`src/pkg/psl_cfg.svh`:
```
// Timing counts, setting codes and reset defaults of the serial link master.
`ifndef PSL_CFG_SVH
`define PSL_CFG_SVH
`define PSL_CLK_HZ        10000000
`define PSL_CLK_NS        100
`define PSL_MS_NS         1000000
`define PSL_MS_CYC        (`PSL_MS_NS / `PSL_CLK_NS)
`define PSL_DIV_9600      (`PSL_CLK_HZ / 9600)
`define PSL_DIV_19200     (`PSL_CLK_HZ / 19200)
`define PSL_DIV_38400     (`PSL_CLK_HZ / 38400)
`define PSL_DIV_57600     (`PSL_CLK_HZ / 57600)
`define PSL_DIV_115200    (`PSL_CLK_HZ / 115200)
`define PSL_RATE_9600     3'h3
`define PSL_RATE_19200    3'h4
`define PSL_RATE_38400    3'h5
`define PSL_RATE_57600    3'h6
`define PSL_RATE_115200   3'h7
`define PSL_DEF_RATE      3'h7
`define PSL_DEF_LEN       1'h1
`define PSL_DEF_PARITY    2'h1
`define PSL_PAR_NONE      2'h0
`define PSL_PAR_EVEN      2'h1
`define PSL_PAR_ODD       2'h2
`define PSL_DEF_STOP      1'h0
`define PSL_DEF_SWAIT     7'h05
`define PSL_MAX_SWAIT     7'h63
`define PSL_DEF_RWAIT     14'h07D0
`define PSL_MIN_RWAIT     14'h000A
`define PSL_MAX_RWAIT     14'h2710
`define PSL_DEF_ERRSTOP   1'h1
`define PSL_LIM_WIDE      15'h7FFF
`define PSL_LIM_DREG      15'h2FFF
`define PSL_LIM_LREG      15'h1FFF
`define PSL_AREA_DREG     4'h0
`define PSL_AREA_LREG     4'h1
`define PSL_AREA_FREG     4'h2
`define PSL_STOP_WORD     16'hEEEE
`endif

```
`src/pkg/psl_pkg.sv`:
```
// Types shared by the serial link master.
package psl_pkg;
   typedef enum logic [2:0] {
      PSL_PROTO_TERM = 3'h2,
      PSL_PROTO_CPU  = 3'h4,
      PSL_PROTO_BIN5 = 3'h5
   } psl_proto_t;
   typedef enum logic [3:0] {
      PSL_ST_IDLE  = 4'h1,
      PSL_ST_WAIT  = 4'h2,
      PSL_ST_SHIFT = 4'h4,
      PSL_ST_RESP  = 4'h8
   } psl_st_t;
endpackage

```
`src/hdl/psl_link_master.sv`:
```
// Serial link master: framing, send wait, response timeout and error policy.
`timescale 1ns/1ps
`include "psl_cfg.svh"
module psl_link_master #(
   parameter int unsigned MS_CYC = `PSL_MS_CYC
) (
   // Clock, reset and enable.
   input  wire logic                 clk,
   input  wire logic                 nrst,
   input  wire logic                 ce,
   // Link settings, sampled once after reset.
   input  wire psl_pkg::psl_proto_t  cfg_proto,
   input  wire logic [3:0]           cfg_area,
   input  wire logic [14:0]          cfg_start,
   input  wire logic [2:0]           cfg_rate,
   input  wire logic                 cfg_len,
   input  wire logic [1:0]           cfg_parity,
   input  wire logic                 cfg_stop,
   input  wire logic [6:0]           cfg_swait,
   input  wire logic [13:0]          cfg_rwait,
   input  wire logic                 cfg_err_stop,
   // Command bytes to send.
   input  wire logic                 tx_valid,
   input  wire logic [7:0]           tx_data,
   input  wire logic                 tx_last,
   output logic                      tx_ready,
   // Received bytes and response completion.
   output logic                      rx_valid,
   output logic [7:0]                rx_data,
   output logic                      rx_err,
   input  wire logic                 resp_done,
   // Serial pins.
   output logic                      txd,
   input  wire logic                 rxd,
   // Status.
   output logic                      link_err,
   output logic                      stopped,
   output logic                      op_resp_valid,
   output logic [15:0]               op_resp_word,
   output logic                      addr_ok,
   input  wire logic [31:0]          unit_fail,
   output logic [31:0]               err_status
);
   import psl_pkg::*;

   // Snapshot of the settings; held until the next reset.
   logic                         load_q, len_q, stop_q, errstop_q, aok_q, aok_d;
   logic [2:0]                   rate_q, proto_q;
   logic [1:0]                   par_q;
   logic [6:0]                   swait_q;
   logic [13:0]                  rwait_q, rwait_c;
   logic [14:0]                  lim_c;
   logic                         term_c;

   // Unknown protocol codes fall back to the terminal link default.
   assign term_c = !(cfg_proto == PSL_PROTO_CPU || cfg_proto == PSL_PROTO_BIN5);
   always_comb begin
      unique case (cfg_area)
         `PSL_AREA_DREG: lim_c = `PSL_LIM_DREG;
         `PSL_AREA_LREG: lim_c = `PSL_LIM_LREG;
         default:        lim_c = `PSL_LIM_WIDE;
      endcase
      if (term_c) begin
         lim_c = `PSL_LIM_WIDE;
      end
      aok_d = (cfg_start <= lim_c);
      rwait_c = cfg_rwait;
      if (cfg_rwait < `PSL_MIN_RWAIT) begin
         rwait_c = `PSL_MIN_RWAIT;
      end else if (cfg_rwait > `PSL_MAX_RWAIT) begin
         rwait_c = `PSL_MAX_RWAIT;
      end
   end

   // Settings change only here, on the first enabled edge after reset.
   always_ff @(posedge clk or negedge nrst) begin
      if (!nrst) begin
         load_q <= 1'b0;
         proto_q <= PSL_PROTO_TERM;
         rate_q <= `PSL_DEF_RATE;
         len_q <= `PSL_DEF_LEN;
         par_q <= `PSL_DEF_PARITY;
         stop_q <= `PSL_DEF_STOP;
         swait_q <= `PSL_DEF_SWAIT;
         rwait_q <= `PSL_DEF_RWAIT;
         errstop_q <= `PSL_DEF_ERRSTOP;
         aok_q <= 1'b0;
      end else if (ce && !load_q) begin
         load_q <= 1'b1;
         proto_q <= term_c ? PSL_PROTO_TERM : cfg_proto;
         errstop_q <= cfg_err_stop;
         rwait_q <= rwait_c;
         aok_q <= aok_d;
         if (!term_c) begin
            rate_q <= (cfg_rate < `PSL_RATE_9600) ? `PSL_DEF_RATE : cfg_rate;
            len_q <= cfg_len;
            par_q <= (cfg_parity > `PSL_PAR_ODD) ? `PSL_DEF_PARITY : cfg_parity;
            stop_q <= cfg_stop;
            swait_q <= (cfg_swait > `PSL_MAX_SWAIT) ? `PSL_MAX_SWAIT : cfg_swait;
         end
      end
   end

   // Bit period and frame shape derived from the snapshot.
   logic [10:0] div_c;
   logic [3:0]  dl_c, nbits_c;
   always_comb begin
      unique case (rate_q)
         `PSL_RATE_9600:  div_c = 11'(`PSL_DIV_9600);
         `PSL_RATE_19200: div_c = 11'(`PSL_DIV_19200);
         `PSL_RATE_38400: div_c = 11'(`PSL_DIV_38400);
         `PSL_RATE_57600: div_c = 11'(`PSL_DIV_57600);
         default:         div_c = 11'(`PSL_DIV_115200);
      endcase
      dl_c = len_q ? 4'h8 : 4'h7;
      nbits_c = 4'h2 + dl_c + {3'h0, par_q != `PSL_PAR_NONE} + {3'h0, stop_q};
   end

   // Transmit sequencer with millisecond timer.
   psl_st_t     st_q, st_d;
   logic [10:0] bcnt_q, bcnt_d;
   logic [3:0]  bidx_q, bidx_d;
   logic [7:0]  byte_q, byte_d;
   logic        last_q, last_d, first_q, first_d, txd_q, txd_d, rdy_q, rdy_d;
   logic [13:0] pre_q, pre_d, ms_q, ms_d;
   logic        stp_q, stp_d, lerr_q, lerr_d, opv_q, opv_d, fail_c, tick_c, bit_c;
   logic [15:0] opw_q, opw_d;
   logic        rxv_q, rxe_q;

   always_comb begin
      st_d = st_q;
      bcnt_d = bcnt_q;
      bidx_d = bidx_q;
      byte_d = byte_q;
      last_d = last_q;
      first_d = first_q;
      stp_d = stp_q;
      lerr_d = lerr_q;
      opv_d = 1'b0;
      opw_d = opw_q;
      pre_d = pre_q;
      ms_d = ms_q;
      fail_c = 1'b0;
      tick_c = (pre_q == 14'(MS_CYC - 1));
      // Frame bit at the current index: start, data LSB first, parity, stops.
      if (bidx_q == 4'h0) begin
         bit_c = 1'b0;
      end else if (bidx_q <= dl_c) begin
         bit_c = byte_q[3'(bidx_q - 4'h1)];
      end else if (bidx_q == dl_c + 4'h1 && par_q != `PSL_PAR_NONE) begin
         bit_c = (^(len_q ? byte_q : {1'b0, byte_q[6:0]})) ^ (par_q == `PSL_PAR_ODD);
      end else begin
         bit_c = 1'b1;
      end
      unique case (st_q)
         PSL_ST_IDLE: begin
            ms_d = 14'h0;
            pre_d = 14'h0;
            if (rdy_q && tx_valid) begin
               byte_d = tx_data;
               last_d = tx_last;
               bidx_d = 4'h0;
               bcnt_d = div_c;
               st_d = (first_q && swait_q != 7'h0) ? PSL_ST_WAIT : PSL_ST_SHIFT;
            end
         end
         PSL_ST_WAIT: begin
            pre_d = tick_c ? 14'h0 : pre_q + 14'h1;
            if (tick_c) begin
               ms_d = ms_q + 14'h1;
               if (ms_q + 14'h1 >= {7'h0, swait_q}) begin
                  st_d = PSL_ST_SHIFT;
               end
            end
         end
         PSL_ST_SHIFT: begin
            bcnt_d = bcnt_q - 11'h1;
            if (bcnt_q == 11'h0) begin
               bcnt_d = div_c;
               bidx_d = bidx_q + 4'h1;
               if (bidx_q == nbits_c - 4'h1) begin
                  first_d = last_q;
                  ms_d = 14'h0;
                  pre_d = 14'h0;
                  st_d = last_q ? PSL_ST_RESP : PSL_ST_IDLE;
               end
            end
         end
         PSL_ST_RESP: begin
            pre_d = tick_c ? 14'h0 : pre_q + 14'h1;
            if (tick_c) begin
               ms_d = ms_q + 14'h1;
            end
            if (resp_done) begin
               lerr_d = 1'b0;
               st_d = PSL_ST_IDLE;
            end else if (ms_q >= rwait_q || (rxv_q && rxe_q)) begin
               fail_c = 1'b1;
            end
         end
         default: st_d = PSL_ST_IDLE;
      endcase
      // A failed exchange either stops the link for good or lets polling go on.
      if (fail_c) begin
         lerr_d = 1'b1;
         st_d = PSL_ST_IDLE;
         if (errstop_q) begin
            stp_d = 1'b1;
            opv_d = 1'b1;
            opw_d = `PSL_STOP_WORD;
         end
      end
      rdy_d = (st_d == PSL_ST_IDLE) && !stp_d && load_q && !(rdy_q && tx_valid);
      txd_d = (st_q == PSL_ST_SHIFT) ? bit_c : 1'b1;
   end

   always_ff @(posedge clk or negedge nrst) begin
      if (!nrst) begin
         st_q <= PSL_ST_IDLE;
         bcnt_q <= 11'h0;
         bidx_q <= 4'h0;
         byte_q <= 8'h0;
         last_q <= 1'b0;
         first_q <= 1'b1;
         txd_q <= 1'b1;
         rdy_q <= 1'b0;
         pre_q <= 14'h0;
         ms_q <= 14'h0;
         stp_q <= 1'b0;
         lerr_q <= 1'b0;
         opv_q <= 1'b0;
         opw_q <= 16'h0;
      end else if (ce) begin
         st_q <= st_d;
         bcnt_q <= bcnt_d;
         bidx_q <= bidx_d;
         byte_q <= byte_d;
         last_q <= last_d;
         first_q <= first_d;
         txd_q <= txd_d;
         rdy_q <= rdy_d;
         pre_q <= pre_d;
         ms_q <= ms_d;
         stp_q <= stp_d;
         lerr_q <= lerr_d;
         opv_q <= opv_d;
         opw_q <= opw_d;
      end
   end

   // Receiver samples mid-bit; a stop bit read low counts as a character error.
   logic        ron_q, ron_d, rxv_d, rxe_d;
   logic [10:0] rcnt_q, rcnt_d;
   logic [3:0]  ridx_q, ridx_d;
   logic [7:0]  rsh_q, rsh_d;
   logic        rpar_q, rpar_d;
   logic [31:0] est_q;
   always_comb begin
      ron_d = ron_q;
      rcnt_d = rcnt_q;
      ridx_d = ridx_q;
      rsh_d = rsh_q;
      rpar_d = rpar_q;
      rxv_d = 1'b0;
      rxe_d = rxe_q;
      if (!ron_q) begin
         if (!rxd && load_q) begin
            ron_d = 1'b1;
            rcnt_d = div_c >> 1;
            ridx_d = 4'h0;
            rsh_d = 8'h0;
         end
      end else if (rcnt_q != 11'h0) begin
         rcnt_d = rcnt_q - 11'h1;
      end else begin
         rcnt_d = div_c;
         ridx_d = ridx_q + 4'h1;
         if (ridx_q == 4'h0 && rxd) begin
            ron_d = 1'b0;  // Glitch, not a start bit.
         end else if (ridx_q != 4'h0 && ridx_q <= dl_c) begin
            rsh_d[3'(ridx_q - 4'h1)] = rxd;
         end else if (ridx_q == dl_c + 4'h1 && par_q != `PSL_PAR_NONE) begin
            rpar_d = rxd;
         end else if (ridx_q != 4'h0) begin
            ron_d = 1'b0;
            rxv_d = 1'b1;
            rxe_d = !rxd || (par_q != `PSL_PAR_NONE &&
                     ((^rsh_q) ^ rpar_q ^ (par_q == `PSL_PAR_ODD)));
         end
      end
   end

   always_ff @(posedge clk or negedge nrst) begin
      if (!nrst) begin
         ron_q <= 1'b0;
         rcnt_q <= 11'h0;
         ridx_q <= 4'h0;
         rsh_q <= 8'h0;
         rpar_q <= 1'b0;
         rxv_q <= 1'b0;
         rxe_q <= 1'b0;
         est_q <= 32'h0;
      end else if (ce) begin
         ron_q <= ron_d;
         rcnt_q <= rcnt_d;
         ridx_q <= ridx_d;
         rsh_q <= rsh_d;
         rpar_q <= rpar_d;
         rxv_q <= rxv_d;
         rxe_q <= rxe_d;
         est_q <= unit_fail;
      end
   end

   // Outputs are all registered.
   assign tx_ready = rdy_q;
   assign rx_valid = rxv_q;
   assign rx_data = rsh_q;
   assign rx_err = rxe_q;
   assign txd = txd_q;
   assign link_err = lerr_q;
   assign stopped = stp_q;
   assign op_resp_valid = opv_q;
   assign op_resp_word = opw_q;
   assign addr_ok = aok_q;
   assign err_status = est_q;
endmodule

```
`config.mk`:
```
export PLATFORM = sky130hd
export DESIGN_NAME = psl_link_master
export DESIGN_NICKNAME = d
export VERILOG_FILES = /design/src/pkg/psl_pkg.sv /design/src/hdl/psl_link_master.sv
export VERILOG_INCLUDE_DIRS = /design/src /design/src/pkg
export SDC_FILE = /design/constraint.sdc
export NUM_CORES = 1
export LEC_CHECK = 0
export BUFFER_PORTS_ARGS = -buffer_cell sky130_fd_sc_hd__buf_2
export CORE_AREA = 2 2 154 111
export DETAILED_ROUTE_END_ITERATION = 10
export DIE_AREA = 0 0 156 113
export PLACE_DENSITY = 0.79
export SLEW_MARGIN = 20
export SYNTH_ARGS = -nofsm -noshare
export SYNTH_HDL_FRONTEND = slang
export SYNTH_SLANG_ARGS = --single-unit
```
`constraint.sdc`:
```
create_clock -name clk -period 4.2 [get_ports clk]
set_input_delay 0.63 -clock clk [delete_from_list [all_inputs] [get_ports clk]]
set_output_delay 0.63 -clock clk [all_outputs]
set_load 0.05 [all_outputs]
```
# Yosys cells after proc, flatten, opt, wreduce, memory -nomap -nowiden
# Index checks and enable logic that the tools add are counted.
totals:
  wordCells: 214
  input_bits: 98
  ff_bits: 153
classes:
  order_cmp: 13
  n_eq_ne: 24
  n_addsub: 13
  n_reduce_logical: 51
  muxes: 75
  bitwise_logic: 7
ops:
  columns: ["cell", "n"]
  rows:
  - ["$mux W14", 6]
  - ["$pmux W14 S3", 2]
  - ["$mux W4", 14]
  - ["$mux W11", 5]
  - ["$mux W8", 6]
  - ["$pmux W11 S4", 1]
  - ["$pmux W15 S2", 1]
  - ["$mux W1", 29]
  - ["$add A14 B1 Y14 const B", 2]
  - ["$pmux W11 S2", 1]
  - ["$sub A11 B1 Y11 const B", 2]
  - ["$pmux W4 S4", 1]
  - ["$reduce_xor A8 Y1", 2]
  - ["$eq A3 B3 Y1 const B", 5]
  - ["$le A15 B15 Y1", 1]
  - ["$mux W15", 1]
  - ["$reduce_and A3 Y1", 5]
  - ["$eq A14 B14 Y1 const B", 1]
  - ["$ge A14 B14 Y1", 1]
  - ["$ge A14 B7 Y1", 1]
  - ["$gt A14 B14 Y1 const B", 1]
  - ["$logic_and A1 B1 Y1", 14]
  - ["$lt A14 B4 Y1 const B", 1]
  - ["$add A4 B1 Y4 const B", 3]
  - ["other kinds (43)", 77]

# Longest topological paths before layout
# Gate-level depths: netlist of run 1.
depth:
  ltp_word: 14
  mapped_depth: 14
  mapped_depth_nobuf: 12

# Least setup slack after synthesis of run 1
# Ideal clock, no wire load.
synth_path:
  path_kind: "reg-to-reg"
  startpoint: "register par_q[0]"
  endpoint: "register ms_q[8]"
  period_less_slack_ns: 3.277
  path_buffers: 2
  arrival_time_ns: 3.181
  path_stages_with_launch: 15
  required_ns: 4.105
  setup_slack_ns: 0.923
  path_cell_list: "dfstp_2 nor2_1 ha_1 inv_1 ha_1 inv_1 fa_1 xnor2_1 xnor2_1 or4_1 clkbuf_2 a211o_1 or2_0 clkbuf_2 o31ai_1"
synth_between:
  elab_chain_len: 7
synth_lines:
  columns: ["item", "line", "text"]
  rows:
  - ["start, declared", "psl_link_master.sv:49", "logic [1:0] par_q;"]
  - ["start signal, assigned", "psl_link_master.sv:82", "par_q <= `PSL_DEF_PARITY;"]
  - ["start signal, assigned", "psl_link_master.sv:97", "par_q <= (cfg_parity > `PSL_PAR_ODD) ? `PSL_DEF_PARITY : cfg_parity;"]
  - ["$reduce_bool A2 Y1 (no source line)", null, null]
  - ["$add A4 B1 Y4 (2 in a row)", "psl_link_master.sv:116", "nbits_c = 4'h2 + dl_c + {3'h0, par_q != `PSL_PAR_NONE} + {3'h0, stop_q};"]
  - ["$sub A4 B1 Y4", "psl_link_master.sv:181", "if (bidx_q == nbits_c - 4'h1) begin"]
  - ["$eq A4 B4 Y1", "psl_link_master.sv:181", null]
  - ["$ne A2 B2 Y1 (no source line)", null, null]
  - ["$reduce_and A5 Y1 (no source line)", null, null]
  - ["end signal, assigned", "psl_link_master.sv:243", "ms_q <= ms_d;"]
  - ["end, declared", "psl_link_master.sv:125", "logic [13:0] pre_q, pre_d, ms_q, ms_d;"]
# Every way passes these cells.
# A chain may end at the register's enable or synchronous reset.

# Worst setup path after layout of run 1
# Ends and elaborated chain as after synthesis.

==> results of run 1 <==
## worst max-delay path, stage by stage (launching register included)
cell,delay (ns)
dfstp_2,0.56
nor2_1,0.06
ha_1,0.27
inv_1,0.06
ha_1,0.15
inv_1,0.05
fa_1,0.38
xnor2_1,0.15
xnor2_1,0.13
or4_1,0.69
a211o_1,0.38
or2_0,0.39
o31ai_1,0.35
## registers in the layout, indices dropped and copies added (netlist names), 2 cells and up
| register | cells |
|---|---|
| bidx_q | 4 |
| rx_data | 8 |
| swait_q | 7 |
| rwait_q | 14 |
| par_q | 2 |
| byte_q | 8 |
| ridx_q | 4 |
| pre_q | 14 |
| err_status | 32 |
| rcnt_q | 11 |
| rate_q | 3 |
| st_q | 4 |
| ms_q | 14 |
| bcnt_q | 11 |
## synthesized netlist by cell type, drive strengths merged (3+ instances only)
cell,count,area (µm²)
clkbuf,32,123
and4,4,35.0
a22o,6,52.6
a31oi,9,56.3
xor2,9,78.8
o41ai,5,43.8
a21boi,3,22.5
o21a,9,67.6
or4,7,60.1
nor2b,10,62.6
nand4,17,106
o22a,6,52.6
nand4b,3,26.3
o22ai,14,87.6
o21ai,97,485
and3,9,56.3
xnor2,25,219
nor3,28,145
buf,23,155
and2,11,68.8
inv,53,199
nand3,35,175
or2,7,43.8
a21o,10,75.1
a21oi,42,210
nor3b,5,42.5
o31ai,12,90.1
ha,45,563
o221ai,4,35.0
nand2b,15,93.8
mux2,47,529
nor4,10,62.6
nand3b,3,22.5
nor2,64,250
a211oi,3,22.5
mux2i,3,30.0
dfrtp,136,3400
or3,5,31.3
nand2,89,334
a22oi,6,45.0
dfstp,17,447
## metal layers
metal | vias up | wire length (µm) | global-route usage, %
met5 | - | 0 | 0
met3 | 13 | 1860 | 6.05
met4 | 0 | 184 | 5.93
met1 | 3806 | 10500 | 38.3
met2 | 351 | 9660 | 39.1
li1 | 3750 | - | -
## layout make-up
cell class,instances,area (µm²)
Clock inverter,15,155
Tap cell,205,256
Timing Repair Buffer,167,882
Fill cell,1271,5540
Multi-Input combinational cell,710,4740
Inverter,54,203
Sequential cell,153,3850
Clock buffer,17,425
## worst paths after layout
check	end	startpoint	slack (ns)
worst max-delay path	ms_q[8]	par_q[0]	0.46
worst min-delay path	rx_data[7]	nrst	0.32
worst min register to register	link_err	link_err	0.50
min in group clk	rate_q[0]	cfg_rate[2]	0.39
worst max register to register	ms_q[8]	par_q[0]	0.46
max in group asynchronous	st_q[0]	nrst	3.02
## report_power, final
group	total (mW)	switching [mW]	internal [mW]	leakage, nW
clock	1.52	0.681	0.842	0.279
combinational	1.03	0.580	0.451	2.73
sequential	1.86	0.184	1.67	1.86
## logic make-up after synthesis
logic type	Yosys count	share of synthesized area (%)
buffers and inverters	109	5.31
xor gates and xnor gates	35	3.54
muxes	52	6.67
and+or+nand+nor	326	18.3
other	1	0.0414
DFF	153	42.5
AOI/OAI and AO/OA	246	17.0
adders and majority gates	47	6.66
## stage by stage
step	utilization, %	instances	instance area, µm²
final	65.5	1321	10500
after global routing	65.5	1321	10500
after CTS	65.5	1321	10500
after detailed placement	61.9	1289	9930
after global placement	61.9	1289	9930
after floorplan	-	972	9070
==> results.cfg, run 1 <==
[floorplanning]
die_area_um2 = 17600
die_x_um = 156
ios = 162
fp-row-count = 39
die_y_um = 113
core_area_um2 = 16100
start_util_pct = 56.4

[place]
place_ws_ns = 0.537
place_congestion = 0.874
dpl.hpwl_um = 16300
numPortBuffers = 156

[worst_setup_path]
setup.worst_path.end_class = flop
worstPathRequired_ns = 4.51
crit_arrival_ns = 4.05
crit_path_start_kind = flop
path_class = reg -> reg
r2r_cells = 12
crit_fanout = 8

[yosys]
yosysSeqAreaShare_pct = 42.5
ys_seq_elements = 153
synthCells = 969
async_flop_share_pct = 100
yosysWarnings = 0
synth_area_per_cell_um2 = 9.35
ys.flop_type = dfrtp_1
synth_edf_count = 0
syn_area_um2 = 9060
ys_types = 75

[clocking]
tritoncts = done
clk_pin_slew_ns = 0.07
clock_tree.buffer_depth = 2
cts.sinks = 153
root_buffer = clkbuf_16
htree_levels = 4
cts_resized = 0
hold_buffers = 0
cts_setup_buffers = 0
clock_latency_ns = 0.42
numCtsBuffers = 17

[detailed_routing]
drc = 0
wl_per_cell_um = 16.8
dr.pass1.iters = 5
dr.first_iter.drc_count = 688
wl_um = 22200
ant_nets = 0
viasPerCell = 6.00
vias = 7920

[layout]
layout_commonest_cell = buf_2
area_growth_pct = 16.1
antenna_cells = 0
drive_above_1_share_pct = 25.1
fin_nets = 1248
final_cell_mix = buf_2 (155), dfrtp_1 (136), o21ai_0 (97), nand2_1 (89), nor2_1 (62)

[job]
cap_viol_max_count = 0

[sta]
finalWorstSetupSlack_ns = 0.465
setup_viol = 0
fin_crit_ns = 3.74
tightest_slew_ns = 0.890
fin_tns_setup_ns = 0
relSlewSlack_pct = 40.6
report.final.slew_viol_count = 0
hold_viol_final = 0
fin_skew_ns = 0.00886
fin_crit_sh_pct = 88.9
grt_setup_unrepaired = no
whs_ns = 0.315
timing.fmax_ghz = 0.268

[global_route]
grt_max_degree = 100
grt_pass1_wl_um = 36700
grt_pass1_vias = 7330
antenna_found_initial = 0
grtUsageTotal_pct = 25.9
overflow = 0

[outcome]
status = completed

[power]
power.total_mw = 4.41
ir_drop_v = 0.000317
p_leak_nw = 4.87
p_per_area_nw_per_um2 = 420

[min_path]
hp-class = in -> async
Note: power is estimated with default switching activity, not from simulation.
==> run 2: changes to the inputs <==
--- a/config.mk
+++ b/config.mk
@@ -7,9 +7,9 @@
 export NUM_CORES = 1
 export LEC_CHECK = 0
 export BUFFER_PORTS_ARGS = -buffer_cell sky130_fd_sc_hd__buf_2
-export CORE_AREA = 2 2 154 111
+export CORE_AREA = 2 2 110 155
 export DETAILED_ROUTE_END_ITERATION = 10
-export DIE_AREA = 0 0 156 113
+export DIE_AREA = 0 0 112 157
 export PLACE_DENSITY = 0.79
 export SLEW_MARGIN = 20
 export SYNTH_ARGS = -nofsm -noshare
==> results.cfg, run 2 (same netlist as run 1, synthesis figures left out) <==
[sta]
fin_tns_setup_ns = 0
hold_viol_final = 0
whs_ns = 0.286
fin_crit_sh_pct = 86.2
grt_setup_unrepaired = no
setup_viol = 0
report.final.slew_viol_count = 0
fin_crit_ns = 3.62
fin_skew_ns = 0.00950
timing.fmax_ghz = 0.276
tightest_slew_ns = 0.955
relSlewSlack_pct = 36.3

[detailed_routing]
drc = 0
vias = 7834
ant_nets = 0
dr.pass1.iters = 5
dr.first_iter.drc_count = 529
viasPerCell = 5.96
wl_per_cell_um = 16.4
wl_um = 21600

[clocking]
cts.sinks = 153
clk_pin_slew_ns = 0.07
htree_levels = 4
cts_resized = 0
clock_latency_ns = 0.43
clock_tree.buffer_depth = 2
hold_buffers = 0
numCtsBuffers = 17
tritoncts = done
root_buffer = clkbuf_16
cts_setup_buffers = 0

[power]
p_leak_nw = 4.89
switching_power_mw = 1.41
switching_share_pct = 31.1
comb_power_share_pct = 22.6
pwr-share-seq_pct = 40.9
p_per_area_nw_per_um2 = 430
p_int_mw = 3.13
p_clk_share_pct = 36.6
ir_drop_v = 0.000326

[place]
dp.cells = 1283
place_congestion = 0.879
dpl.hpwl_um = 15700
numPortBuffers = 156

[layout]
fin_nets = 1248
drive_above_1_share_pct = 25.1
final-instance-count-excl-fill = 1315
final_cell_mix = buf_2 (155), dfrtp_1 (136), o21ai_0 (97), nand2_1 (89), nor2_1 (62)
area_growth_pct = 16.7
antenna_cells = 0
largest_reg_flops = 32
layout_commonest_cell = buf_2

[worst_setup_path]
crit_path_end = ms_q[8]
r2r_cells = 12
timing.rr.end = ms_q[8]
setup.worst_path.end_class = flop
path_class = reg -> reg
crit_chain = nor2_1 > ha_1 > inv_1 > ha_1 > inv_1 > fa_1 > xnor2_1 > xnor2_1 > or4_1 > a211o_1 > or2_0 > o31ai_1
worstPathRequired_ns = 4.53
crit_arrival_ns = 3.95
crit_fanout = 8
critPathLaunch = par_q[0]
crit_path_start_kind = flop
reg2reg_slack_ns = 0.58
r2r-start = par_q[0]
cpLargestDelayFamily = simple AND/OR/NAND/NOR gates
cp_slowest_stage_delay_ns = 0.68
slowest_stage = or4_1
cp_num_buf_inv = 2
cp_num_cells = 12

[outcome]
status = completed

[global_route]
antenna_found_initial = 0
grt_max_degree = 103
overflow = 0
grtUsageTotal_pct = 24.9
grt_pass1_wl_um = 36200
grt_pass1_vias = 7787

[job]
cap_viol_max_count = 0

[floorplanning]
fp-row-count = 55
die_x_um = 112
die_area_um2 = 17600
start_util_pct = 56.2
core_area_um2 = 16100
ios = 162
die_y_um = 157

[min_path]
hp-class = in -> async
## run 2: final cells by class
cell class,instances,area (µm²)
fillers,1330,5540
multi-input cells,710,4740
flip-flops and latches,153,3850
repair buffers,167,882
clock buffers,17,425
well taps,199,249
clock inverters,15,213
inverters,54,203
## run 2: power by group through the flow
stage	registers [mW]	clock network (mW)	logic, mW
final	1.86	1.66	1.03
after global routing	1.89	1.75	1.13
after CTS	1.86	1.68	1.03
after detailed placement	1.88	0	1.02
after global placement	1.87	0	0.994
after floorplan	1.95	0	0.660
## run 2: stage by stage
| stage | utilization, % | worst slack (ns) | power (mW) | area, µm² |
|---|---|---|---|---|
| 3_3_place_gp | 61.6 | 0.631 | 2.87 | 9930 |
| 5_1_grt | 65.6 | 0.353 | 4.77 | 10600 |
| 6_report | 65.6 | 0.581 | 4.55 | 10600 |
| 3_5_place_dp | 61.6 | 0.594 | 2.91 | 9930 |
| 2_1_floorplan | - | 0.923 | 2.61 | 9070 |
| 4_1_cts | 65.6 | 0.557 | 4.57 | 10600 |
## run 2: layer usage
| metal | GRT usage, % | routed length (µm) | up-vias | part of all wire [%] |
|---|---|---|---|---|
| met5 | 0 | 0 | - | 0 |
| met1 | 29.2 | 8560 | 3801 | 40 |
| met4 | 9.12 | 499 | 0 | 2.3 |
| met2 | 45.3 | 11500 | 257 | 53 |
| li1 | - | - | 3733 | - |
| met3 | 4.97 | 1090 | 43 | 5.0 |
## run 2: how the worst min path moves through the flow
stage,end,slack (ns),depth (start not counted)
after floorplan,addr_ok,0.33,0
after global placement,link_err,0.47,1
after detailed placement,stopped,0.48,1
after CTS,rx_data[7],0.35,1
after global routing,rx_data[7],0.38,1
final,rx_data[7],0.29,1
==> run 3: changes to the inputs <==
--- a/config.mk
+++ b/config.mk
@@ -7,9 +7,11 @@
 export NUM_CORES = 1
 export LEC_CHECK = 0
 export BUFFER_PORTS_ARGS = -buffer_cell sky130_fd_sc_hd__buf_2
-export CORE_AREA = 2 2 110 155
+export CELL_PAD_IN_SITES_DETAIL_PLACEMENT = 1
+export CELL_PAD_IN_SITES_GLOBAL_PLACEMENT = 1
+export CORE_AREA = 2 2 126 177
 export DETAILED_ROUTE_END_ITERATION = 10
-export DIE_AREA = 0 0 112 157
+export DIE_AREA = 0 0 128 179
 export PLACE_DENSITY = 0.79
 export SLEW_MARGIN = 20
 export SYNTH_ARGS = -nofsm -noshare
==> results.cfg, run 3 (same netlist as run 1, synthesis figures left out) <==
[floorplanning]
fp-row-count = 64
die_x_um = 128
start_util_pct = 42.2
ios = 162
die_y_um = 179
core_area_um2 = 21500
die_area_um2 = 22900

[power]
pwr-share-seq_pct = 40.8
switching_share_pct = 31.8
ir_drop_v = 0.000355
switching_power_mw = 1.45
p_per_area_nw_per_um2 = 429
p_int_mw = 3.12
comb_power_share_pct = 22.9
p_clk_share_pct = 36.2
p_leak_nw = 4.89

[global_route]
overflow = 0
antenna_found_initial = 0
grtUsageTotal_pct = 22.9
grt_max_degree = 93
grt_pass1_wl_um = 41700
grt_pass1_vias = 8361

[worst_setup_path]
setup.worst_path.end_class = flop
crit_path_start_kind = flop
reg2reg_slack_ns = 0.48
path_class = reg -> reg
crit_fanout = 8
r2r-start = par_q[0]
r2r_cells = 12
worstPathRequired_ns = 4.54
crit_arrival_ns = 4.06
critPathLaunch = par_q[0]
timing.rr.end = ms_q[8]

[sta]
setup_viol = 0
tightest_slew_ns = 0.893
relSlewSlack_pct = 40.4
whs_ns = 0.295
finalWorstSetupSlack_ns = 0.476
fin_crit_sh_pct = 88.7
grt_setup_unrepaired = no
fin_skew_ns = 0.0114
report.final.slew_viol_count = 0
fin_crit_ns = 3.72
timing.fmax_ghz = 0.269
hold_viol_final = 0
fin_tns_setup_ns = 0

[place]
place_congestion = 0.838
numPortBuffers = 156
place_ws_ns = 0.512
dp.cells = 1348
dpl.hpwl_um = 18600

[clocking]
cts.sinks = 153
cts_setup_buffers = 0
root_buffer = clkbuf_16
htree_levels = 4
clock_latency_ns = 0.44
hold_buffers = 0
cts_resized = 0
clock_tree.buffer_depth = 2
numCtsBuffers = 17
tritoncts = done
clk_pin_slew_ns = 0.07

[detailed_routing]
vias = 7805
wl_per_cell_um = 18.0
met1_length_um = 9720
drc = 0
dr.max_layer_used = met4
viasPerCell = 5.66
dr.pass1.iters = 4
ant_nets = 0
wl_met3_um = 844
wl_um = 24900
wl_met2_um = 13900
dr.first_iter.drc_count = 301

[outcome]
status = completed

[layout]
fillers = 2495
final_core_util_pct = 49.6
antenna_cells = 0
final_cell_mix = buf_2 (155), dfrtp_1 (136), o21ai_0 (97), nand2_1 (89), nor2_1 (62)
seq_area_um2 = 3850
area_growth_pct = 17.5
final-instance-count-excl-fill = 1380
fin_nets = 1248
drive_above_1_share_pct = 25.2
layout_commonest_cell = buf_2
largest_reg_flops = 32
multi_input_area_um2 = 4750

[min_path]
hp-class = in -> async

[job]
cap_viol_max_count = 0
[run 3: cell count changes in the layout (fill, tap and decap cells not counted)]
cell / previous run / this run
bufinv_16: 4 / 3
clkbuf_8: 0 / 3
clkinv_2: 0 / 1
clkinv_4: 4 / 3
clkinvlp_4: 3 / 2
inv_6: 4 / 3
o41ai_1: 5 / 4
o41ai_2: 0 / 1
[run 3: layout make-up]
type | instances | share of cell area [%]
clock buffer | 20 | 4.38
inverter | 54 | 1.90
clock inverter | 12 | 1.53
multi-input combinational | 710 | 44.6
tap | 264 | 3.10
timing repair buffer | 167 | 8.29
sequential | 153 | 36.2
[run 3: per-stage QoR]
step | area (µm²) | total power [mW]
4_1_cts | 10600 | 4.62
5_1_grt | 10600 | 4.80
3_5_place_dp | 10000 | 2.94
6_report | 10600 | 4.57
2_1_floorplan | 9070 | 2.61
3_3_place_gp | 10000 | 2.89
[run 3: power groups by stage]
| stage | registers [mW] | logic (mW) | clock network, mW |
|---|---|---|---|
| 2_1_floorplan | 1.95 | 0.660 | 0 |
| 3_3_place_gp | 1.88 | 1.01 | 0 |
| 3_5_place_dp | 1.89 | 1.05 | 0 |
| 4_1_cts | 1.87 | 1.06 | 1.69 |
| 5_1_grt | 1.90 | 1.16 | 1.74 |
| 6_report | 1.86 | 1.05 | 1.66 |
[run 3: worst max path at each step]
stage                           to
after floorplan            ms_q[8]
after global placement    pre_q[7]
after detailed placement  pre_q[7]
after CTS                  ms_q[8]
after global routing       ms_q[9]
final                      ms_q[8]
[run 3: worst max-delay path, stage by stage, from the launching register on]
cell     delay, ns
dfstp_2       0.56
nor2_1        0.09
ha_1          0.29
inv_1         0.07
ha_1          0.17
inv_1         0.06
fa_1          0.39
xnor2_1       0.15
xnor2_1       0.13
or4_1         0.69
a211o_1       0.37
or2_0         0.37
o31ai_1       0.28
[run 3: metal layers]
layer,GRT usage (%),vias up
met2,44.9,129
met5,0,-
li1,-,3727
met3,4.21,30
met4,6.91,0
met1,24.6,3919
